## src/rtl/dacmc_pkg.sv

```systemverilog
// Constants and types shared by the converter mode control register bank.
// Contract
// - Top word bit selects write at 0, read at 1, for registers 16-21.
// - Registers 22 and 23 are read-only; writes never change them.
// - Bits 14 to 8 index the register; bits 7 to 0 carry data.
// - Each channel has its own 8-bit attenuation code, reset to all ones.
// - Codes 15 to 255 give gain of half dB times code minus 255.
// - Codes 0 through 14 mute the channel completely.
// - Shared load gate, reset 0; written codes take effect only while 1.
// - Three-bit format field selects serial format; reset value is 101.
// - Two-bit de-emphasis rate field: off, 48, 44.1, 32 kHz; reset off.
// - In one-bit stream mode the rate field picks FIR performance.
// - In one-bit stream mode the oversampling field picks FIR rate.
// - De-emphasis enable bit, reset 0, switches both channels together.
// - Soft mute ramps both channels to mute in steps at ramp rate.
// - Phase reversal bit, reset 0, inverts both channel outputs when set.
// - Ramp rate field steps every 1, 2, 4 or 8 word clock periods.
// - Writing 1 to system reset bit yields one internal reset pulse.
package dacmc_pkg;

  typedef struct packed {
    logic       rnw;
    logic [6:0] idx;
    logic [7:0] data;
  } dacmc_cmd_t;

  localparam logic [6:0] REG_LEFT_ATTEN  = 7'h10;
  localparam logic [6:0] REG_RIGHT_ATTEN = 7'h11;
  localparam logic [6:0] REG_FMT_CTL     = 7'h12;
  localparam logic [6:0] REG_PHASE_CTL   = 7'h13;
  localparam logic [6:0] REG_MODE_CTL    = 7'h14;
  localparam logic [6:0] REG_ZERO_CTL    = 7'h15;
  localparam logic [6:0] REG_ZERO_FLAGS  = 7'h16;
  localparam logic [6:0] REG_SLOT_ID     = 7'h17;

  localparam logic [7:0] ATTEN_RESET     = 8'hFF;
  localparam logic [7:0] ATTEN_MUTE_MAX  = 8'h0E;
  localparam logic [7:0] ATTEN_FLOOR     = 8'h00;
  localparam logic [7:0] FMT_CTL_RESET   = 8'h50;
  localparam logic [7:0] PHASE_CTL_RESET = 8'h00;
  localparam logic [7:0] MODE_CTL_RESET  = 8'h00;
  localparam logic [7:0] ZERO_CTL_RESET  = 8'h01;
  localparam logic [7:0] MODE_CTL_MASK   = 8'h3F;
  localparam logic [7:0] ZERO_CTL_MASK   = 8'h07;

  localparam int LOAD_GATE_POS = 7;
  localparam int FMT_HI        = 6;
  localparam int FMT_LO        = 4;
  localparam int DMF_HI        = 3;
  localparam int DMF_LO        = 2;
  localparam int DME_POS       = 1;
  localparam int MUTE_POS      = 0;
  localparam int REV_POS       = 7;
  localparam int ATS_HI        = 6;
  localparam int ATS_LO        = 5;
  localparam int OPE_POS       = 4;
  localparam int MODE_DATA_OUT_ENABLE_POS      = 3;
  localparam int BYPASS_STEREO_SEL_POS      = 2;
  localparam int FLT_POS       = 1;
  localparam int ZERO_HOLD_MUTE_ENABLE_POS      = 0;
  localparam int SOFT_SYSTEM_RESET_POS      = 6;
  localparam int ONEBIT_POS    = 5;
  localparam int BYPASS_POS    = 4;
  localparam int SINGLE_CHANNEL_MODE_POS      = 3;
  localparam int SINGLE_CHANNEL_PICK_POS      = 2;
  localparam int OS_HI         = 1;
  localparam int OS_LO         = 0;
  localparam int DZ_HI         = 2;
  localparam int DZ_LO         = 1;
  localparam int PCM_ZERO_FLAG_ENABLE_POS      = 0;

  typedef enum logic [2:0] {
    FMT_RJ16 = 3'h0, FMT_RJ20 = 3'h1, FMT_RJ24 = 3'h2, FMT_LJ24 = 3'h3,
    FMT_I2S16 = 3'h4, FMT_I2S24 = 3'h5, FMT_RSV6 = 3'h6, FMT_RSV7 = 3'h7
  } dacmc_fmt_t;

  typedef struct packed {
    dacmc_fmt_t audio_format_sel;
    logic [1:0] deemph_rate_sel;
    logic       deemph_enable;
    logic [1:0] fir_perf_sel;
    logic [1:0] oversample_rate_sel;
    logic [1:0] fir_rate_sel;
    logic       phase_invert;
    logic       output_disable;
    logic       mode_data_out_enable;
    logic       bypass_stereo_sel;
    logic       rolloff_sel;
    logic       zero_hold_mute_enable;
    logic       one_bit_stream_mode;
    logic       filter_bypass;
    logic       single_channel_mode;
    logic       single_channel_pick;
    logic [1:0] stream_zero_pattern_sel;
    logic       pcm_zero_flag_enable;
  } dacmc_cfg_t;

  localparam dacmc_cfg_t CFG_RESET = '{
    audio_format_sel: FMT_I2S24, pcm_zero_flag_enable: 1'b1, default: '0};

endpackage

```

## src/rtl/dacmc_ramp.sv

```systemverilog
// One channel attenuator that walks its level toward a target code.
`timescale 1ns/1ns
`default_nettype none
module dacmc_ramp (
  input  wire logic       core_clk,    // System clock.
  input  wire logic       sys_rst,     // Asynchronous reset, active high.
  input  wire logic       soft_rst,    // Internal reset pulse.
  input  wire logic       step_tick,   // Step enable.
  input  wire logic [7:0] target,      // Code to reach.
  output logic      [7:0] level,       // Effective attenuation code.
  output logic      [7:0] atten_steps, // Half-dB steps below full scale.
  output logic            muted        // Channel fully muted.
);
  import dacmc_pkg::*;

  logic [7:0] nxt_level;
  logic [7:0] nxt_steps;
  logic       nxt_muted;

  always_comb begin
    nxt_level = level;
    if (soft_rst) begin
      nxt_level = ATTEN_RESET;
    end else if (step_tick && level < target) begin
      nxt_level = level + 8'h01;
    end else if (step_tick && level > target) begin
      nxt_level = level - 8'h01;
    end
    nxt_steps = ATTEN_RESET - nxt_level;
    nxt_muted = nxt_level <= ATTEN_MUTE_MAX;
  end

  always_ff @(posedge core_clk or posedge sys_rst) begin
    if (sys_rst) begin
      level       <= ATTEN_RESET;
      atten_steps <= 8'h00;
      muted       <= 1'b0;
    end else begin
      level       <= nxt_level;
      atten_steps <= nxt_steps;
      muted       <= nxt_muted;
    end
  end

  property p_ramp_hold;
    @(posedge core_clk) disable iff (sys_rst)
    !step_tick && !soft_rst |=> $stable(level);
  endproperty
  a_ramp_hold: assert property (p_ramp_hold)
    else $error("Level moved without a step enable.");

  property p_ramp_unit;
    @(posedge core_clk) disable iff (sys_rst)
    step_tick && !soft_rst |=>
      (level == $past(level) + 8'h01) || (level == $past(level) - 8'h01) ||
      (level == $past(level));
  endproperty
  a_ramp_unit: assert property (p_ramp_unit)
    else $error("Level jumped by more than one step.");

  property p_mute_gain;
    @(posedge core_clk) disable iff (sys_rst)
    muted == (level <= ATTEN_MUTE_MAX)
      && atten_steps == 8'(ATTEN_RESET - level);
  endproperty
  a_mute_gain: assert property (p_mute_gain)
    else $error("Mute flag disagrees with level.");

endmodule
`default_nettype wire

```

## src/rtl/dacmc_regs.sv

```systemverilog
// Mode control register bank of the stereo converter.
`timescale 1ns/1ns
`default_nettype none
module dacmc_regs (
  input  wire logic                  core_clk,      // System clock.
  input  wire logic                  sys_rst,       // Async reset, high.
  input  wire logic                  cmd_valid,     // Control word strobe.
  input  wire dacmc_pkg::dacmc_cmd_t cmd_word,      // Control word.
  input  wire logic                  zero_flag_l,   // Left zero detected.
  input  wire logic                  zero_flag_r,   // Right zero detected.
  input  wire logic            [4:0] slot_id_in,    // Slot identifier.
  input  wire logic                  lr_word_clock, // Word clock pin.
  output logic                       rd_valid,      // Read answer strobe.
  output logic                 [7:0] rd_data,       // Read answer data.
  output dacmc_pkg::dacmc_cfg_t      cfg,           // Decoded settings.
  output logic            [1:0][7:0] ch_level,      // Effective codes.
  output logic            [1:0][7:0] ch_atten_steps, // Half-dB steps.
  output logic                 [1:0] ch_muted,      // Channel muted.
  output logic                       soft_reset_pulse // Internal reset.
);
  import dacmc_pkg::*;

  logic [1:0][7:0] code_ff;
  logic [1:0][7:0] nxt_code;
  logic [1:0][7:0] tgt_ff;
  logic [1:0][7:0] nxt_tgt;
  logic [1:0][7:0] ramp_target;
  logic      [7:0] fmt_ctl_ff;
  logic      [7:0] nxt_fmt_ctl;
  logic      [7:0] phase_ctl_ff;
  logic      [7:0] nxt_phase_ctl;
  logic      [7:0] mode_ctl_ff;
  logic      [7:0] nxt_mode_ctl;
  logic      [7:0] zero_ctl_ff;
  logic      [7:0] nxt_zero_ctl;
  logic            nxt_soft_system_reset;
  logic            nxt_rd_valid;
  logic      [7:0] nxt_rd_data;
  dacmc_cfg_t      nxt_cfg;
  logic            wr_en;
  logic            rd_en;
  logic            one_bit;
  logic            step_tick;

  // Writes during the internal reset pulse are dropped so defaults win.
  always_comb begin
    wr_en         = cmd_valid && !cmd_word.rnw && !soft_reset_pulse;
    rd_en         = cmd_valid && cmd_word.rnw;
    nxt_code      = code_ff;
    nxt_tgt       = tgt_ff;
    nxt_fmt_ctl   = fmt_ctl_ff;
    nxt_phase_ctl = phase_ctl_ff;
    nxt_mode_ctl  = mode_ctl_ff;
    nxt_zero_ctl  = zero_ctl_ff;
    nxt_soft_system_reset      = 1'b0;
    if (soft_reset_pulse) begin
      nxt_code      = {ATTEN_RESET, ATTEN_RESET};
      nxt_tgt       = {ATTEN_RESET, ATTEN_RESET};
      nxt_fmt_ctl   = FMT_CTL_RESET;
      nxt_phase_ctl = PHASE_CTL_RESET;
      nxt_mode_ctl  = MODE_CTL_RESET;
      nxt_zero_ctl  = ZERO_CTL_RESET;
    end else if (wr_en) begin
      for (int ch = 0; ch < 2; ch++) begin
        if (cmd_word.idx == 7'(REG_LEFT_ATTEN + ch)) begin
          nxt_code[ch] = cmd_word.data;
          if (fmt_ctl_ff[LOAD_GATE_POS]) begin
            nxt_tgt[ch] = cmd_word.data;
          end
        end
      end
      case (cmd_word.idx)
        REG_FMT_CTL: begin
          nxt_fmt_ctl = cmd_word.data;
        end
        REG_PHASE_CTL: begin
          nxt_phase_ctl = cmd_word.data;
        end
        REG_MODE_CTL: begin
          nxt_mode_ctl = cmd_word.data & MODE_CTL_MASK;
          nxt_soft_system_reset     = cmd_word.data[SOFT_SYSTEM_RESET_POS];
        end
        REG_ZERO_CTL: begin
          nxt_zero_ctl = cmd_word.data & ZERO_CTL_MASK;
        end
        default: begin
          nxt_soft_system_reset = 1'b0;
        end
      endcase
    end
  end

  // Unmapped indexes answer zero so the host never waits on a read.
  always_comb begin
    nxt_rd_valid = rd_en;
    nxt_rd_data  = rd_data;
    if (rd_en) begin
      case (cmd_word.idx)
        REG_LEFT_ATTEN:  nxt_rd_data = code_ff[0];
        REG_RIGHT_ATTEN: nxt_rd_data = code_ff[1];
        REG_FMT_CTL:     nxt_rd_data = fmt_ctl_ff;
        REG_PHASE_CTL:   nxt_rd_data = phase_ctl_ff;
        REG_MODE_CTL:    nxt_rd_data = mode_ctl_ff & MODE_CTL_MASK;
        REG_ZERO_CTL:    nxt_rd_data = zero_ctl_ff & ZERO_CTL_MASK;
        REG_ZERO_FLAGS:  nxt_rd_data = {6'h00, zero_flag_r, zero_flag_l};
        REG_SLOT_ID:     nxt_rd_data = {3'h0, slot_id_in};
        default:         nxt_rd_data = 8'h00;
      endcase
    end
  end

  // In one-bit stream mode two fields are steered to the FIR filter.
  always_comb begin
    one_bit                         = mode_ctl_ff[ONEBIT_POS];
    nxt_cfg                         = CFG_RESET;
    nxt_cfg.audio_format_sel        =
      dacmc_fmt_t'(fmt_ctl_ff[FMT_HI:FMT_LO]);
    nxt_cfg.deemph_rate_sel         =
      one_bit ? 2'h0 : fmt_ctl_ff[DMF_HI:DMF_LO];
    nxt_cfg.deemph_enable           = fmt_ctl_ff[DME_POS];
    nxt_cfg.fir_perf_sel            =
      one_bit ? fmt_ctl_ff[DMF_HI:DMF_LO] : 2'h0;
    nxt_cfg.oversample_rate_sel     =
      one_bit ? 2'h0 : mode_ctl_ff[OS_HI:OS_LO];
    nxt_cfg.fir_rate_sel            =
      one_bit ? mode_ctl_ff[OS_HI:OS_LO] : 2'h0;
    nxt_cfg.phase_invert            = phase_ctl_ff[REV_POS];
    nxt_cfg.output_disable          = phase_ctl_ff[OPE_POS];
    nxt_cfg.mode_data_out_enable    = phase_ctl_ff[MODE_DATA_OUT_ENABLE_POS];
    nxt_cfg.bypass_stereo_sel       = phase_ctl_ff[BYPASS_STEREO_SEL_POS];
    nxt_cfg.rolloff_sel             = phase_ctl_ff[FLT_POS];
    nxt_cfg.zero_hold_mute_enable   = phase_ctl_ff[ZERO_HOLD_MUTE_ENABLE_POS];
    nxt_cfg.one_bit_stream_mode     = one_bit;
    nxt_cfg.filter_bypass           = mode_ctl_ff[BYPASS_POS];
    nxt_cfg.single_channel_mode     = mode_ctl_ff[SINGLE_CHANNEL_MODE_POS];
    nxt_cfg.single_channel_pick     = mode_ctl_ff[SINGLE_CHANNEL_PICK_POS];
    nxt_cfg.stream_zero_pattern_sel = zero_ctl_ff[DZ_HI:DZ_LO];
    nxt_cfg.pcm_zero_flag_enable    = zero_ctl_ff[PCM_ZERO_FLAG_ENABLE_POS];
  end

  always_ff @(posedge core_clk or posedge sys_rst) begin
    if (sys_rst) begin
      code_ff          <= {ATTEN_RESET, ATTEN_RESET};
      tgt_ff           <= {ATTEN_RESET, ATTEN_RESET};
      fmt_ctl_ff       <= FMT_CTL_RESET;
      phase_ctl_ff     <= PHASE_CTL_RESET;
      mode_ctl_ff      <= MODE_CTL_RESET;
      zero_ctl_ff      <= ZERO_CTL_RESET;
      soft_reset_pulse <= 1'b0;
      rd_valid         <= 1'b0;
      rd_data          <= 8'h00;
      cfg              <= CFG_RESET;
    end else begin
      code_ff          <= nxt_code;
      tgt_ff           <= nxt_tgt;
      fmt_ctl_ff       <= nxt_fmt_ctl;
      phase_ctl_ff     <= nxt_phase_ctl;
      mode_ctl_ff      <= nxt_mode_ctl;
      zero_ctl_ff      <= nxt_zero_ctl;
      soft_reset_pulse <= nxt_soft_system_reset;
      rd_valid         <= nxt_rd_valid;
      rd_data          <= nxt_rd_data;
      cfg              <= nxt_cfg;
    end
  end

  dacmc_tick u_tick (
    .core_clk      (core_clk),
    .sys_rst       (sys_rst),
    .lr_word_clock (lr_word_clock),
    .rate_sel      (phase_ctl_ff[ATS_HI:ATS_LO]),
    .step_tick     (step_tick)
  );

  // Soft mute reuses the level ramp, so it fades at the same step rate.
  for (genvar ch = 0; ch < 2; ch++) begin : g_chan
    assign ramp_target[ch] =
      fmt_ctl_ff[MUTE_POS] ? ATTEN_FLOOR : tgt_ff[ch];
    dacmc_ramp u_ramp (
      .core_clk    (core_clk),
      .sys_rst     (sys_rst),
      .soft_rst    (soft_reset_pulse),
      .step_tick   (step_tick),
      .target      (ramp_target[ch]),
      .level       (ch_level[ch]),
      .atten_steps (ch_atten_steps[ch]),
      .muted       (ch_muted[ch])
    );
  end

  property p_read_answer;
    @(posedge core_clk) disable iff (sys_rst)
    cmd_valid && cmd_word.rnw |=> rd_valid;
  endproperty
  a_read_answer: assert property (p_read_answer)
    else $error("Read word got no answer.");

  property p_write_silent;
    @(posedge core_clk) disable iff (sys_rst)
    cmd_valid && !cmd_word.rnw |=> !rd_valid;
  endproperty
  a_write_silent: assert property (p_write_silent)
    else $error("Write word produced a read answer.");

  property p_ro_keep;
    @(posedge core_clk) disable iff (sys_rst)
    wr_en && (cmd_word.idx == REG_ZERO_FLAGS || cmd_word.idx == REG_SLOT_ID)
      |=> $stable(fmt_ctl_ff) && $stable(mode_ctl_ff) && $stable(code_ff)
          && !soft_reset_pulse;
  endproperty
  a_ro_keep: assert property (p_ro_keep)
    else $error("Write to read-only register changed state.");

  property p_idx_write;
    @(posedge core_clk) disable iff (sys_rst)
    wr_en && cmd_word.idx == REG_RIGHT_ATTEN
      |=> code_ff[1] == $past(cmd_word.data) && $stable(code_ff[0]);
  endproperty
  a_idx_write: assert property (p_idx_write)
    else $error("Right code not stored from its index.");

  property p_gate_closed;
    @(posedge core_clk) disable iff (sys_rst)
    wr_en && cmd_word.idx == REG_LEFT_ATTEN && !fmt_ctl_ff[LOAD_GATE_POS]
      |=> $stable(tgt_ff[0]);
  endproperty
  a_gate_closed: assert property (p_gate_closed)
    else $error("Closed load gate let a code through.");

  property p_gate_open;
    @(posedge core_clk) disable iff (sys_rst)
    wr_en && cmd_word.idx == REG_LEFT_ATTEN && fmt_ctl_ff[LOAD_GATE_POS]
      |=> tgt_ff[0] == $past(cmd_word.data);
  endproperty
  a_gate_open: assert property (p_gate_open)
    else $error("Open load gate did not load the code.");

  property p_reserved_zero;
    @(posedge core_clk) disable iff (sys_rst)
    rd_en && cmd_word.idx == REG_ZERO_CTL |=> rd_data[7:3] == 5'h00;
  endproperty
  a_reserved_zero: assert property (p_reserved_zero)
    else $error("Reserved bits read back nonzero.");

  property p_soft_system_reset_once;
    @(posedge core_clk) disable iff (sys_rst)
    soft_reset_pulse |=> !soft_reset_pulse
      && fmt_ctl_ff == FMT_CTL_RESET && code_ff[0] == ATTEN_RESET;
  endproperty
  a_soft_system_reset_once: assert property (p_soft_system_reset_once)
    else $error("Internal reset not a single restoring pulse.");

  property p_fir_perf;
    @(posedge core_clk) disable iff (sys_rst)
    mode_ctl_ff[ONEBIT_POS] |=>
      cfg.fir_perf_sel == $past(fmt_ctl_ff[DMF_HI:DMF_LO])
      && cfg.deemph_rate_sel == 2'h0;
  endproperty
  a_fir_perf: assert property (p_fir_perf)
    else $error("Rate field not steered to FIR filter.");

  property p_fir_rate;
    @(posedge core_clk) disable iff (sys_rst)
    mode_ctl_ff[ONEBIT_POS] |=>
      cfg.fir_rate_sel == $past(mode_ctl_ff[OS_HI:OS_LO]);
  endproperty
  a_fir_rate: assert property (p_fir_rate)
    else $error("Oversampling field not steered to FIR filter.");

  property p_fmt_write;
    @(posedge core_clk) disable iff (sys_rst)
    wr_en && cmd_word.idx == REG_FMT_CTL
      |=> fmt_ctl_ff == $past(cmd_word.data);
  endproperty
  a_fmt_write: assert property (p_fmt_write)
    else $error("Format register write was not performed.");

  property p_mode_rsv;
    @(posedge core_clk) disable iff (sys_rst)
    rd_en && cmd_word.idx == REG_MODE_CTL |=> rd_data[7:6] == 2'h0;
  endproperty
  a_mode_rsv: assert property (p_mode_rsv)
    else $error("Reserved or reset bit read back nonzero.");

  property p_mute_walk;
    @(posedge core_clk) disable iff (sys_rst)
    fmt_ctl_ff[MUTE_POS] && step_tick && !soft_reset_pulse
      && ch_level[0] != ATTEN_FLOOR
      |=> ch_level[0] == $past(ch_level[0]) - 8'h01;
  endproperty
  a_mute_walk: assert property (p_mute_walk)
    else $error("Soft mute did not step the level down.");

  c_soft_mute: cover property (@(posedge core_clk) disable iff (sys_rst)
    fmt_ctl_ff[MUTE_POS] && ch_muted == 2'h3);
  c_gated_write: cover property (@(posedge core_clk) disable iff (sys_rst)
    wr_en && cmd_word.idx == REG_LEFT_ATTEN && fmt_ctl_ff[LOAD_GATE_POS]);
  c_soft_reset: cover property (@(posedge core_clk) disable iff (sys_rst)
    soft_reset_pulse);
  c_ramp_step: cover property (@(posedge core_clk) disable iff (sys_rst)
    step_tick && ch_level[0] != tgt_ff[0]);

endmodule
`default_nettype wire

```

## src/rtl/dacmc_tick.sv

```systemverilog
// Word clock synchroniser and ramp step divider.
`timescale 1ns/1ns
`default_nettype none
module dacmc_tick (
  input  wire logic       core_clk,      // System clock.
  input  wire logic       sys_rst,       // Asynchronous reset, active high.
  input  wire logic       lr_word_clock, // Word clock pin, asynchronous.
  input  wire logic [1:0] rate_sel,      // Ramp rate field.
  output logic            step_tick      // One-cycle step enable.
);
  import dacmc_pkg::*;

  logic       meta_ff;
  logic       sync_ff;
  logic       prev_ff;
  logic [2:0] div_ff;
  logic [2:0] nxt_div;
  logic       nxt_tick;
  logic [2:0] div_mask;

  // Rising word clock edges are counted; a step fires on each edge that finds the low bits at zero.
  always_comb begin
    case (rate_sel)
      2'h0:    div_mask = 3'h0;
      2'h1:    div_mask = 3'h1;
      2'h2:    div_mask = 3'h3;
      default: div_mask = 3'h7;
    endcase
    nxt_div  = div_ff;
    nxt_tick = 1'b0;
    if (sync_ff && !prev_ff) begin
      nxt_div  = div_ff + 3'h1;
      nxt_tick = (div_ff & div_mask) == 3'h0;
    end
  end

  always_ff @(posedge core_clk or posedge sys_rst) begin
    if (sys_rst) begin
      meta_ff   <= 1'b0;
      sync_ff   <= 1'b0;
      prev_ff   <= 1'b0;
      div_ff    <= 3'h0;
      step_tick <= 1'b0;
    end else begin
      meta_ff   <= lr_word_clock;
      sync_ff   <= meta_ff;
      prev_ff   <= sync_ff;
      div_ff    <= nxt_div;
      step_tick <= nxt_tick;
    end
  end

endmodule
`default_nettype wire
```

## config.mk

```make
export PLATFORM = sky130hd
export DESIGN_NAME = dacmc_regs
export DESIGN_NICKNAME = d
export VERILOG_FILES = /design/src/rtl/dacmc_pkg.sv /design/src/rtl/dacmc_ramp.sv /design/src/rtl/dacmc_regs.sv /design/src/rtl/dacmc_tick.sv
export SDC_FILE = /design/constraint.sdc
export NUM_CORES = 1
export LEC_CHECK = 0
export BUFFER_PORTS_ARGS = -buffer_cell sky130_fd_sc_hd__buf_2
export CAP_MARGIN = 20
export CORE_ASPECT_RATIO = 1.25
export CORE_MARGIN = 2
export CORE_UTILIZATION = 39
export DETAILED_ROUTE_END_ITERATION = 12
export GPL_ROUTABILITY_DRIVEN = 0
export GPL_TIMING_DRIVEN = 0
export PLACE_DENSITY = 0.68
export SLEW_MARGIN = 5
export SYNTH_ARGS = -nofsm -noshare
export SYNTH_HDL_FRONTEND = slang
export SYNTH_SLANG_ARGS = --single-unit
export TNS_END_PERCENT = 5
```

## constraint.sdc

```tcl
create_clock -name core_clk -period 8.6 [get_ports core_clk]
set_input_delay 1.29 -clock core_clk [delete_from_list [all_inputs] [get_ports core_clk]]
set_output_delay 1.29 -clock core_clk [all_outputs]
set_load 0.02 [all_outputs]
```

==> run metrics <==
status=finished clean; combinational family with the most area after synthesis=simple AND/OR/NAND/NOR gates; Crit-path slowest cell=dfrtp_1; end point of the critical path=g_chan[0].u_ramp.muted; Worst-Margin Slew=0.709 ns; fin crit share=39.4%; Worst Skew=0.00840 ns; # hold bufs at CTS=0; startpoint types=flip-flop; Tmin final=3.39 ns; CP Cell Sequence=clkbuf_1 > nand2b_1 > ha_1 > nor2b_1 > o211ai_1 > a21oi_2 > nor2_2 > mux2i_1 > mux2_2 > nor4_1 > nor4b_1; commonest non-fill, non-tap cells in the layout=buf_2, nor2_1, dfrtp_1; worst r2r dst=g_chan[0].u_ramp.muted; Post-Place Worst Slack=5.21 ns; DR pass1 iterations=5; Post-DRT Antenna Nets=0; CTS tree=yes; XOR/XNOR Fraction of Synth Area=1.86%; Final TNS setup=0 ns; FFs w/ async S/R, synth=100%; Ys Warns=0; drt initial violations=between 200 and 250; Layout Nets=just over 700; CORE AREA=0.0154 mm^2; portion of netlist area occupied by mux cells=9.47%; Max Freq=295 MHz; Detail Placement HPWL=10600 um; clock-pin transition on the worst setup and hold timing paths=0.06 ns; TritonCTS sink count=133; vias in the first global route=4835; RSZ-0062 raised after global routing=no; crit-path max cell delay=roughly 0.50 ns; Layout Utilization=48.6%; commonest non-fill, non-tap cell in the layout=buf_2; first-pass GRT wire length=24000 um; Tot GR Track Use=18.9%; total grt overflow=0; layout cells sized above 1=between 30% and 40%; EDFF count, synth=0; Area growth syn-to-layout=22.8%; Final Hold Vio Count=0; cells after synthesis=544; Worst Path Max Fanout=10; Hold Slack=0.354 ns; hold depth=0; # fillers=1460; busiest grt layer=met2; Worst setup startpoint=fmt_ctl_ff[0]; I/O pin cnt=96; Register-to-Register Setup Slack=between 5 and 6 ns; via count=approximately 4500; TritonCTS buffer count=17; critical path data required time=8.88 ns; H-tree depth=4; die outline width=116 um; Synth area leaders=dfrtp_1, dfstp_2, mux2i_1; leading area contributor after synthesis=dfrtp_1; Max-Cap Viols=0; distinct cell type count after synthesis=64; Worst Path Arrival=between 3 and 4 ns; n_diodes=0; Setup Buffers After CTS=0; top_reg_cell synth=dfrtp_1; final setup vio count=0; post-synthesis adder-cell area fraction=~4.3%; max-slew violations=0; CTS Root Cell=clkbuf_16; row cnt=51; min-delay worst type=flip-flop to flip-flop; WL per Instance=between 15 and 20 um; CP Class=flip-flop to flip-flop; post-synth net total=a little under 600; Pwr per Cell Area=305 mW/mm^2; placed cells=850; largest net degree at the start of global routing=78; Gates resized, CTS repair=0; Simple-Gate Fraction of Synth Area=16.6%; CTS Buffer Depth=2; Post-Syn Area=0.00611 mm^2; initial core utilization=39.5%; Synth top area share=~32%; CP endpoint kind=flip-flop; leak pwr=3.66 nW; HP Start=u_tick.meta_ff; Post-Route WL=~15000 um; routing usage on met1=between 20 and 25%; R2R cell count=11; grt met2 use=32.9%; Yosys reg bits=133; IR drop worst, VDD=0.144 mV; Seq/Total Area, Yosys=approximately 56%; final setup margin=5.21 ns; die height=between 100 and 150 um; compound-cell area share of the yosys netlist=8.46%; syn avg cell area=11.2 um^2; via-per-instance ratio=approximately 5.1; initial antenna violation count=0; die area=roughly 0.017 mm^2; Port Buffer Count=93; relative slew slack=52.7%; # DRC=0; clk_lat worst skew=0.42 ns; M3 GR Usage=5.23%; Critical R2R Launch=fmt_ctl_ff[0]; fin cells=882
-- metal layers --
metal,vias to the layer above,wire length (um)
li1,2093,-
met1,2228,5890
met2,142,7680
met3,28,791
met4,0,395
met5,-,0
-- synth_stat cells, drive strengths merged (2+ instances only) --
cell and count:
a211o 3, a21o 5, a21oi 45, a22o 3, and2 5, and3 4
buf 10, clkbuf 12, dfrtp 79, dfstp 54, ha 21, inv 26
mux2 6, mux2i 33, mux4 8, nand2 22, nand2b 16, nand3 10
nand3b 4, nand4 10, nor2 86, nor2b 15, nor3 5, nor3b 3
nor4 4, nor4b 2, o211ai 3, o21a 4, o21ai 14, or2 4
or2b 2, or4 2, xnor2 8, xor2 5
-- metrics by stage --
stage | area (um^2) | total power, mW
global placement | 6840 | 1.51
finish | 7500 | 2.29
CTS | 7500 | 2.31
detailed placement | 6870 | 1.55
floorplan | 6110 | 1.34
global route | 7500 | 2.42
-- worst min-delay path by stage --
stage                                 to  slack (ns)
after floorplan           u_tick.sync_ff        0.33
after global placement    u_tick.sync_ff        0.34
after detailed placement  u_tick.sync_ff        0.34
after CTS                 u_tick.sync_ff        0.35
after global routing      u_tick.sync_ff        0.38
final                     u_tick.sync_ff        0.35
-- area by class of cell --
| type | instances | area (um^2) | area share (%) |
|---|---|---|---|
| Sequential cell | 133 | 3400 | 45.3 |
| Multi-Input combinational cell | 363 | 2490 | 33.2 |
| Timing Repair Buffer | 94 | 493 | 6.57 |
| Clock buffer | 21 | 480 | 6.41 |
| Tap cell | 212 | 265 | 3.54 |
| Clock inverter | 11 | 149 | 1.99 |
| Buffer | 22 | 126 | 1.69 |
| Inverter | 26 | 103 | 1.37 |
-- report_power, final --
| part | leakage, nW | total (mW) | internal [mW] | switching, mW |
|---|---|---|---|---|
| registers | 1.59 | 0.871 | 0.772 | 0.0987 |
| clock network | 0.301 | 0.759 | 0.487 | 0.272 |
| logic | 1.77 | 0.661 | 0.264 | 0.398 |
-- critical path: cells and delay by family, from the launching register on --
| family | cells | cell delay (ns) |
|---|---|---|
| fa+ha+maj | 1 | 0.23 |
| buf+inv | 1 | 0.33 |
| flops | 1 | 0.50 |
| mux | 2 | 0.63 |
| compound gates | 2 | 0.37 |
| simple gates | 5 | 1.16 |
-- state kept, by name, indices dropped and copies added, names as in the netlist, 6 cells and up --
signal and count:
cfg 25, phase_ctl_ff 8, mode_ctl_ff 6, fmt_ctl_ff 8, tgt_ff 16, code_ff 16, g_chan.u_ramp.level 16, rd_data 8
g_chan.u_ramp.atten_steps 16
-- kinds of logic after synthesis --
group	after synthesis
compound gates	84
xor+xnor	13
fa+ha+maj	21
buf+inv	48
flops	133
mux	47
simple gates	198
(Power assumes the default switching activity.)
